`config.mk`:
```
export PLATFORM = sky130hd
export DESIGN_NAME = external_bus_port_pin_mux
export DESIGN_NICKNAME = d
export VERILOG_FILES = /design/src/design/ext_bus_pins_pkg.sv /design/src/design/external_bus_port_pin_mux.sv
export VERILOG_INCLUDE_DIRS = /design/src /design/src/design
export SDC_FILE = /design/constraint.sdc
export NUM_CORES = 1
export LEC_CHECK = 0
export ABC_AREA = 1
export BUFFER_PORTS_ARGS = -buffer_cell sky130_fd_sc_hd__buf_2
export CAP_MARGIN = 20
export CORE_ASPECT_RATIO = 0.9
export CORE_UTILIZATION = 45
export CTS_BUF_LIST = sky130_fd_sc_hd__clkbuf_2
export DETAILED_ROUTE_END_ITERATION = 10
export GPL_TIMING_DRIVEN = 0
export PLACE_DENSITY_LB_ADDON = 0.3
export SETUP_SLACK_MARGIN = 0.02
export SYNTH_ARGS = -nofsm -noshare
export SYNTH_HDL_FRONTEND = slang
export SYNTH_SLANG_ARGS = --single-unit
```
`constraint.sdc`:
```
create_clock -name i_clk_sys -period 7 [get_ports i_clk_sys]
set_clock_uncertainty 0.05 [all_clocks]
set_input_delay 1.75 -clock i_clk_sys [delete_from_list [all_inputs] [get_ports i_clk_sys]]
set_output_delay 1.75 -clock i_clk_sys [all_outputs]
set_load 0.01 [all_outputs]
```
`src/design/ext_bus_pins_map.svh`:
```
`ifndef EXT_BUS_PINS_MAP_SVH
`define EXT_BUS_PINS_MAP_SVH
// bus mode codes
`define BUS_MODE_NONE 2'h0
`define BUS_MODE_DEMUX 2'h1
`define BUS_MODE_MUX 2'h2
// byte halves of a 16-bit port
`define LOW_LSB 0
`define LOW_MSB 7
`define HIGH_LSB 8
`define HIGH_MSB 15
`define ALL_ZERO_16 16'h0000
`define ALL_ONE_16 16'hffff
`endif

```
`src/design/ext_bus_pins_pkg.sv`:
```
`default_nettype none
package ext_bus_pins_pkg;
    // external bus configuration
    typedef enum logic [1:0] {
        MODE_NONE = 2'b00,
        MODE_DEMUX = 2'b01,
        MODE_MUX = 2'b10
    } bus_mode_t;
    typedef struct packed {
        logic [1:0] mode; // bus mode code
        logic wide; // 1: 16-bit data path
    } bus_cfg_t;
    // one bus cycle request from the bus controller
    typedef struct packed {
        logic [15:0] addr; // address bits 0..15
        logic [15:0] wdata; // write data
        logic addr_phase; // mux mode: address time slot
        logic drive_data; // write data phase
        logic high_byte; // upper byte involved
    } bus_req_t;
endpackage
`default_nettype wire

```
`src/design/external_bus_port_pin_mux.sv`:
```
// How it works
// - every pin has own direction bit
// - input pin means driver disabled, high-z
// - bus mode takes addr_data_port from gpio
// - demux: low data, high data if wide
// - mux: low shared, high address or shared
// - demux: address_port drives 16-bit address
// - address_port keeps address after demux-to-mux
// - high_byte_enable output for wide accesses
`timescale 1ns/1ps
`default_nettype none
`include "ext_bus_pins_map.svh"
module external_bus_port_pin_mux #(
    parameter int PORT_W = 16
) (
    input wire logic i_clk_sys,
    input wire logic i_sys_rst,
    input wire ext_bus_pins_pkg::bus_cfg_t i_bus_cfg,
    input wire ext_bus_pins_pkg::bus_req_t i_bus_req,
    input wire logic [PORT_W-1:0] i_gpio0_out,
    input wire logic [PORT_W-1:0] i_gpio0_dir,
    input wire logic [PORT_W-1:0] i_gpio1_out,
    input wire logic [PORT_W-1:0] i_gpio1_dir,
    input wire logic [PORT_W-1:0] i_addr_data_port_in,
    input wire logic [PORT_W-1:0] i_address_port_in,
    output logic [PORT_W-1:0] o_addr_data_port_out,
    output logic [PORT_W-1:0] o_addr_data_port_oe,
    output logic [PORT_W-1:0] o_address_port_out,
    output logic [PORT_W-1:0] o_address_port_oe,
    output logic [PORT_W-1:0] o_addr_data_port_sync,
    output logic [PORT_W-1:0] o_address_port_sync,
    output logic [PORT_W-1:0] o_bus_rdata,
    output logic o_high_byte_enable_n
);
    // mode decodes
    wire logic is_demux; // demultiplexed bus selected
    wire logic is_mux; // multiplexed bus selected
    assign is_demux = (i_bus_cfg.mode == `BUS_MODE_DEMUX);
    assign is_mux = (i_bus_cfg.mode == `BUS_MODE_MUX);

    // remembers that address_port was taken by a demux mode
    logic addr_hold_ff;
    logic nxt_addr_hold;
    assign nxt_addr_hold = is_demux | (is_mux & addr_hold_ff);

    // address_port is an address bus while this is high
    wire logic p1_is_addr;
    assign p1_is_addr = is_demux | (is_mux & addr_hold_ff);

    // per-half function of addr_data_port
    wire logic ad_low_bus;
    wire logic ad_high_bus;
    assign ad_low_bus = is_demux | is_mux;
    assign ad_high_bus = is_mux | (is_demux & i_bus_cfg.wide);

    // bus-side value and enable per half of addr_data_port
    wire logic [PORT_W-1:0] p0_bus_val;
    wire logic [PORT_W-1:0] p0_bus_oe;
    // mux: address slot drives addr; mux 8-bit high half always addr
    wire logic ad_high_addr_only;
    assign ad_high_addr_only = is_mux & ~i_bus_cfg.wide;
    assign p0_bus_val[`LOW_MSB:`LOW_LSB] = (is_mux & i_bus_req.addr_phase) ?
        i_bus_req.addr[`LOW_MSB:`LOW_LSB] : i_bus_req.wdata[`LOW_MSB:`LOW_LSB];
    assign p0_bus_val[`HIGH_MSB:`HIGH_LSB] =
        ((is_mux & i_bus_req.addr_phase) | ad_high_addr_only) ?
        i_bus_req.addr[`HIGH_MSB:`HIGH_LSB] : i_bus_req.wdata[`HIGH_MSB:`HIGH_LSB];
    // drive during address slot or write data; float for reads except the mux 8-bit high half
    wire logic low_drv;
    wire logic high_drv;
    assign low_drv = (is_mux & i_bus_req.addr_phase) | i_bus_req.drive_data;
    assign high_drv = ad_high_addr_only | low_drv;
    assign p0_bus_oe[`LOW_MSB:`LOW_LSB] = {8{low_drv}};
    assign p0_bus_oe[`HIGH_MSB:`HIGH_LSB] = {8{high_drv}};

    // per-pin selection, gpio direction bit is the enable (1 = output)
    wire logic [PORT_W-1:0] nxt_p0_out;
    wire logic [PORT_W-1:0] nxt_p0_oe;
    wire logic [PORT_W-1:0] nxt_p1_out;
    wire logic [PORT_W-1:0] nxt_p1_oe;
    genvar g;
    generate
        for (g = 0; g < PORT_W; g++) begin : g_pin
            wire logic own_bus;
            assign own_bus = (g <= `LOW_MSB) ? ad_low_bus : ad_high_bus;
            assign nxt_p0_out[g] = own_bus ? p0_bus_val[g] : i_gpio0_out[g];
            assign nxt_p0_oe[g] = own_bus ? p0_bus_oe[g] : i_gpio0_dir[g];
            assign nxt_p1_out[g] = p1_is_addr ? i_bus_req.addr[g] : i_gpio1_out[g];
            assign nxt_p1_oe[g] = p1_is_addr | i_gpio1_dir[g];
        end
    endgenerate

    // high byte enable: active low, for wide accesses touching upper byte
    wire logic nxt_hbe_n;
    assign nxt_hbe_n = ~((is_demux | is_mux) & i_bus_cfg.wide & i_bus_req.high_byte);

    // pin input synchronisers, three stages
    logic [PORT_W-1:0] p0_s1_ff, p0_s2_ff, p0_s3_ff;
    logic [PORT_W-1:0] p1_s1_ff, p1_s2_ff, p1_s3_ff;
    // accepted input: update a bit once stage two and three agree
    wire logic [PORT_W-1:0] p0_agree;
    wire logic [PORT_W-1:0] p1_agree;
    assign p0_agree = ~(p0_s2_ff ^ p0_s3_ff);
    assign p1_agree = ~(p1_s2_ff ^ p1_s3_ff);
    wire logic [PORT_W-1:0] nxt_p0_sync;
    wire logic [PORT_W-1:0] nxt_p1_sync;
    assign nxt_p0_sync = (p0_agree & p0_s3_ff) | (~p0_agree & o_addr_data_port_sync);
    assign nxt_p1_sync = (p1_agree & p1_s3_ff) | (~p1_agree & o_address_port_sync);
    // read data: narrow bus fills upper byte with zeros
    wire logic [PORT_W-1:0] nxt_rdata;
    assign nxt_rdata = i_bus_cfg.wide ? nxt_p0_sync :
        {8'h00, nxt_p0_sync[`LOW_MSB:`LOW_LSB]};

    // synchroniser chain; pins come from outside the clock domain
    always_ff @(posedge i_clk_sys or posedge i_sys_rst) begin
        if (i_sys_rst) begin
            p0_s1_ff <= `ALL_ZERO_16;
            p0_s2_ff <= `ALL_ZERO_16;
            p0_s3_ff <= `ALL_ZERO_16;
            p1_s1_ff <= `ALL_ZERO_16;
            p1_s2_ff <= `ALL_ZERO_16;
            p1_s3_ff <= `ALL_ZERO_16;
        end else begin
            p0_s1_ff <= i_addr_data_port_in;
            p0_s2_ff <= p0_s1_ff;
            p0_s3_ff <= p0_s2_ff;
            p1_s1_ff <= i_address_port_in;
            p1_s2_ff <= p1_s1_ff;
            p1_s3_ff <= p1_s2_ff;
        end
    end

    // registered pin drive; reset leaves every pin as input
    always_ff @(posedge i_clk_sys or posedge i_sys_rst) begin
        if (i_sys_rst) begin
            addr_hold_ff <= 1'b0;
            o_addr_data_port_out <= `ALL_ZERO_16;
            o_addr_data_port_oe <= `ALL_ZERO_16;
            o_address_port_out <= `ALL_ZERO_16;
            o_address_port_oe <= `ALL_ZERO_16;
            o_high_byte_enable_n <= 1'b1;
        end else begin
            addr_hold_ff <= nxt_addr_hold;
            o_addr_data_port_out <= nxt_p0_out;
            o_addr_data_port_oe <= nxt_p0_oe;
            o_address_port_out <= nxt_p1_out;
            o_address_port_oe <= nxt_p1_oe;
            o_high_byte_enable_n <= nxt_hbe_n;
        end
    end

    // accepted input values
    always_ff @(posedge i_clk_sys or posedge i_sys_rst) begin
        if (i_sys_rst) begin
            o_addr_data_port_sync <= `ALL_ZERO_16;
            o_address_port_sync <= `ALL_ZERO_16;
            o_bus_rdata <= `ALL_ZERO_16;
        end else begin
            o_addr_data_port_sync <= nxt_p0_sync;
            o_address_port_sync <= nxt_p1_sync;
            o_bus_rdata <= nxt_rdata;
        end
    end

    // checks; armed one edge after reset leaves, because on the edge where
    // reset falls the outputs still hold reset values and must not be judged
    logic live_ff; // high from the second edge after reset
    always_ff @(posedge i_clk_sys or posedge i_sys_rst) begin
        if (i_sys_rst) begin
            live_ff <= 1'b0;
        end else begin
            live_ff <= 1'b1;
        end
    end
    // current-value disable, so a mid-run reset aborts open attempts at once
    wire logic chk_off;
    assign chk_off = i_sys_rst | ~live_ff;

    // general i/o
    gpio_hiz_a: assert property (@(posedge i_clk_sys) disable iff (chk_off)
        (i_bus_cfg.mode == `BUS_MODE_NONE && i_gpio0_dir == `ALL_ZERO_16)
        |=> (o_addr_data_port_oe == `ALL_ZERO_16)) else $error("gpio input driven");
    gpio_follow_a: assert property (@(posedge i_clk_sys) disable iff (chk_off)
        (i_bus_cfg.mode == `BUS_MODE_NONE) |=> (o_address_port_oe == $past(i_gpio1_dir)
        && o_addr_data_port_out == $past(i_gpio0_out))) else $error("gpio not per pin");
    // demultiplexed bus
    demux_addr_a: assert property (@(posedge i_clk_sys) disable iff (chk_off)
        (i_bus_cfg.mode == `BUS_MODE_DEMUX) |=> (o_address_port_oe == `ALL_ONE_16
        && o_address_port_out == $past(i_bus_req.addr))) else $error("no demux addr");
    hold_addr_a: assert property (@(posedge i_clk_sys) disable iff (chk_off)
        (i_bus_cfg.mode == `BUS_MODE_DEMUX) ##1 (i_bus_cfg.mode == `BUS_MODE_MUX)
        |=> (o_address_port_oe == `ALL_ONE_16)) else $error("addr lost on switch");
    demux_narrow_a: assert property (@(posedge i_clk_sys) disable iff (chk_off)
        (is_demux && !i_bus_cfg.wide) |=> (o_addr_data_port_oe[`HIGH_MSB:`HIGH_LSB]
        == $past(i_gpio0_dir[`HIGH_MSB:`HIGH_LSB]))) else $error("high half not gpio");
    demux_data_a: assert property (@(posedge i_clk_sys) disable iff (chk_off)
        (is_demux && i_bus_req.drive_data) |=> (o_addr_data_port_out[`LOW_MSB:`LOW_LSB]
        == $past(i_bus_req.wdata[`LOW_MSB:`LOW_LSB]))) else $error("demux data wrong");
    demux_wide_a: assert property (@(posedge i_clk_sys) disable iff (chk_off)
        (is_demux && i_bus_cfg.wide && i_bus_req.drive_data) |=> (o_addr_data_port_oe
        == `ALL_ONE_16 && o_addr_data_port_out == $past(i_bus_req.wdata))) else $error("wide data");
    // multiplexed bus, and wide reads in either bus mode
    mux_addr_a: assert property (@(posedge i_clk_sys) disable iff (chk_off)
        (is_mux && i_bus_req.addr_phase) |=> (o_addr_data_port_out == $past(i_bus_req.addr)
        && o_addr_data_port_oe == `ALL_ONE_16)) else $error("mux addr slot wrong");
    mux_high_a: assert property (@(posedge i_clk_sys) disable iff (chk_off)
        (is_mux && !i_bus_cfg.wide) |=> ((&o_addr_data_port_oe[`HIGH_MSB:`HIGH_LSB]) &&
        o_addr_data_port_out[`HIGH_MSB:`HIGH_LSB] == $past(i_bus_req.addr[`HIGH_MSB:`HIGH_LSB])))
        else $error("mux high half not address");
    read_float_a: assert property (@(posedge i_clk_sys) disable iff (chk_off)
        ((is_demux || is_mux) && i_bus_cfg.wide && !i_bus_req.addr_phase && !i_bus_req.drive_data)
        |=> (o_addr_data_port_oe == `ALL_ZERO_16)) else $error("read slot driven");
    // byte enable, read data, configuration
    high_byte_a: assert property (@(posedge i_clk_sys) disable iff (chk_off)
        (!o_high_byte_enable_n) |-> $past(i_bus_cfg.wide && i_bus_req.high_byte))
        else $error("high byte enable spurious");
    high_byte_on_a: assert property (@(posedge i_clk_sys) disable iff (chk_off)
        ((is_demux || is_mux) && i_bus_cfg.wide && i_bus_req.high_byte)
        |=> (!o_high_byte_enable_n)) else $error("high byte enable missing");
    rdata_narrow_a: assert property (@(posedge i_clk_sys) disable iff (chk_off)
        (!i_bus_cfg.wide) |=> (~|o_bus_rdata[`HIGH_MSB:`HIGH_LSB]))
        else $error("narrow read upper byte set");
    none_gpio_a: assert property (@(posedge i_clk_sys) disable iff (chk_off)
        (i_bus_cfg.mode == `BUS_MODE_NONE) [*2] |-> !addr_hold_ff)
        else $error("hold without bus");
endmodule
`default_nettype wire

```
==> reports/qor_table.md <==
| Item | Reported | Unit |
| --- | --- | --- |
| Library cell occupying the most area in the post-synthesis netlist | dfrtp_1 | - |
| Reported max-cap violation count | 0 | - |
| Data required time at the worst endpoint | 5.20 | ns |
| Hold buffer count at CTS | 0 | - |
| IR Drop Worst-Case VDD | 130 | uV |
| CTS Sinks | 202 | - |
| Syn_area_per_cell | 13.7 | um2 |
| Proportion of layout cells with a drive suffix above 1 | 45.4 | % |
| Placement Rows | 41 | - |
| Clock transition time at the flip-flop clock pins of the worst setup and hold paths | 0.11 | ns |
| Per-cell via count in the routed design | 4.53 | - |
| Largest net degree at the start of global routing | 47 | - |
| Via count of the first global-routing pass | 4,652 | - |
| Post-cts resize count | 0 | - |
| Clock tree root buffer cell | clkbuf_2 | - |
| Placement Setup Slack | 3.86 | ns |
| Maximum fanout along the worst path | 3 | - |
| Critical Setup Path Class | flip-flop to output port | - |
| Number of filler instances in the final layout | 1,200 | - |
| Post-synth EDFFs | 0 | - |
| Iteration count of the initial detailed-routing pass | 4 | - |
| Most used DFF post-synth | dfrtp_1 | - |
| Setup Buffers After CTS | 0 | - |
| Relative max-transition margin | 57.2 | % |
| Post-synth cell types | 25 | - |
| Number of DRC violations after detailed-routing iteration 0 | 194 | - |
| Critical path launch point type | flip-flop | - |
| Delay of the slowest cell on the worst path | 0.43 | ns |
| GP Congestion | 0.862 | - |
| Cell type group with the largest total delay on the critical path | flip-flops | - |
| Classification of the worst-slack hold path | flip-flop to flip-flop | - |
| Diodes inserted | 0 | - |
| Async set-or-reset flop fraction in the synthesized netlist | 100 | % |
| Buffers from clock root to sink, at most | 3 | - |
| Run status | completed | - |
| Clock insertion delay at the later pin of the skew report | 0.74 | ns |
| Cells along the critical path | buf_4 > buf_2 | - |
| HPWL Detailed | 10,400 | um |
| Largest family of logic cells by synthesized area | simple AND/OR/NAND/NOR gates | - |
| Share of synthesized area occupied by flip-flops and latches | 78.0 | % |
| Remaining global-route overflow | 0 | - |
| Fin worst setup slack | 3.76 | ns |
| Unrepaired setup endpoints after global routing | false | - |
| Total Wirelength | 14,100 | um |
| DRC violation count after routing | 0 | - |
| Power density normalized to cell area | 270 | nW/um2 |
| Average routed wire per standard cell | 14.1 | um |
| Netlist area before placement | 6480 | um2 |
| Slew at the pin with the worst max-slew slack | 0.641 | ns |
| Hold Violations, Final | 0 | - |
| Synthesized flop and latch total | 202 | - |
| Instance count of the mapped netlist | 474 | - |
| Most frequent cell after synthesis | dfrtp_1 | - |
| Final worst path period share | 46.3 | % |
| Total number of yosys warnings | 0 | - |
| H-tree levels | 2 | - |
| Count of buffers from port buffering | 247 | - |
| Synthesized-area fraction occupied by adder cells | 4.09 | % |
| Total via count after detailed routing | 4,545 | - |
| Core area | 14,100 | um2 |
| Synthesis-to-layout area growth | 31.2 | % |
| Overall die area | 14,900 | um2 |
| Highest attainable clock frequency | 308 | MHz |
| All-Layer GR Usage | 19.0 | % |
| Setup TNS | 0 | ns |
| Antenna violations before repair | 0 | - |
| Net count reported at finish | 914 | - |
| Post-synthesis compound-gate area fraction | 2.37 | % |
| Die outline width | 129 | um |
| Mux cell area share after synthesis | 0 | % |
| Largest cells by area after synthesis | dfrtp_1, nand2_1, maj3_1 | - |
| Most instantiated cells after synthesis | dfrtp_1, nand2_1, nand3_1 | - |
| Number of nets produced by synthesis | 612 | - |
| Global-route wire length before repair | 21,400 | um |
| Synth Area in Simple Gates | 11.9 | % |
| Critical path capture point type | output port | - |
| Library cell contributing the largest single delay on the critical path | dfrtp_1 | - |
| Area share of the leading cell type in the synthesized netlist | 77.6 | % |
| Final critical-path required period | 3.24 | ns |
| Number of top-level design ports | 249 | - |
| Number of pins with negative max-slew slack in the final report | 0 | - |
| Total clock buffers created by CTS | 48 | - |
| Post-detailed-route count of antenna-violating nets | 0 | - |
| Leak Pwr | 4.51 | nW |
| Effective utilization at floorplan | 46.1 | % |
| Worst EP arrival | 1.44 | ns |
| Die Y | 116 | um |
| Final Setup Violations | 0 | - |
| Count of buffering cells on the critical path with inverters included | 2 | - |
| TritonCTS clock tree | yes | - |
| Post-Synth XOR/XNOR Area | 0 | % |
-- layout make-up --
type                            instances  area, um2  share of cell area, %
Clock inverter                         17       98.8                   1.16
Inverter                               27        105                   1.24
Clock buffer                           68        340                   4.00
Timing Repair Buffer                  252       1340                   15.7
Multi-Input combinational cell        227       1190                   14.0
Buffer                                 18        139                   1.63
Sequential cell                       202       5060                   59.4
Tap cell                              193        241                   2.84
-- power breakdown --
| group | internal, W | switching, W |
|---|---|---|
| Clock | 0.000300 | 0.000443 |
| Sequential | 0.00125 | 0.0000334 |
| Combinational | 0.000119 | 0.000151 |
-- through the flow --
| stage | total power, W | hold slack, ns | utilization [%] | area (um2) | instances |
|---|---|---|---|---|---|
| detailed placement | 0.00158 | 0.285 | 57.4 | 8070 | 919 |
| global placement | 0.00157 | 0.282 | 56.7 | 7970 | 914 |
| CTS | 0.00234 | 0.291 | 60.5 | 8510 | 1004 |
| global route | 0.00243 | 0.310 | 60.5 | 8510 | 1004 |
| finish | 0.00230 | 0.295 | 60.5 | 8510 | 1004 |
| floorplan | 0.00144 | 0.281 | - | 6490 | 474 |
-- logic make-up after synthesis --
kind of cell / after synthesis
fa+ha+maj: 26
simple gates: 174
flops: 202
buf+inv: 45
compound gates: 27
-- layer usage --
metal	global-route usage, %	wire length (um)	share of wire (%)	vias to the layer above
li1	-	-	-	2141
met1	21.0	5510	39	2178
met2	32.9	7210	51	205
met3	6.46	1150	8.1	21
met4	9.33	263	1.9	0
met5	0	0	0	-
-- placed cells by master (no fill, tap or decap) --
cell type	instances
nor3_1	6
nor2_1	22
bufinv_16	1
clkinvlp_4	2
buf_12	5
clkbuf_8	1
a21o_1	2
buf_4	9
clkbuf_2	68
buf_6	3
maj3_1	24
inv_1	22
inv_6	1
ha_1	2
o21ai_0	2
inv_2	4
dfrtp_1	201
nand2_2	2
a31oi_1	8
dfstp_2	1
nand3_1	26
a21oi_2	1
clkinv_1	14
or2_2	16
a21oi_1	6
nand2_4	2
buf_2	251
nand2_1	99
nand2_8	1
clkbuf_1	1
o21ai_1	8
-- path summary, 6_finish.rpt --
path | from | endpoint | slack (ns) | cells past startpoint
max in group asynchronous | i_sys_rst | p0_s1_ff[0] | 4.78 | 5
max reg2reg | addr_hold_ff | o_address_port_oe[5] | 5.70 | 4
min in group asynchronous | i_sys_rst | p0_s3_ff[1] | 1.02 | 2
min | p0_s1_ff[0] | p0_s2_ff[0] | 0.30 | 0
max | flip-flop | o_bus_rdata[1] | 3.76 | 2
min reg2reg | p0_s1_ff[0] | p0_s2_ff[0] | 0.30 | 0
Power figures use the tool's default switching activity.
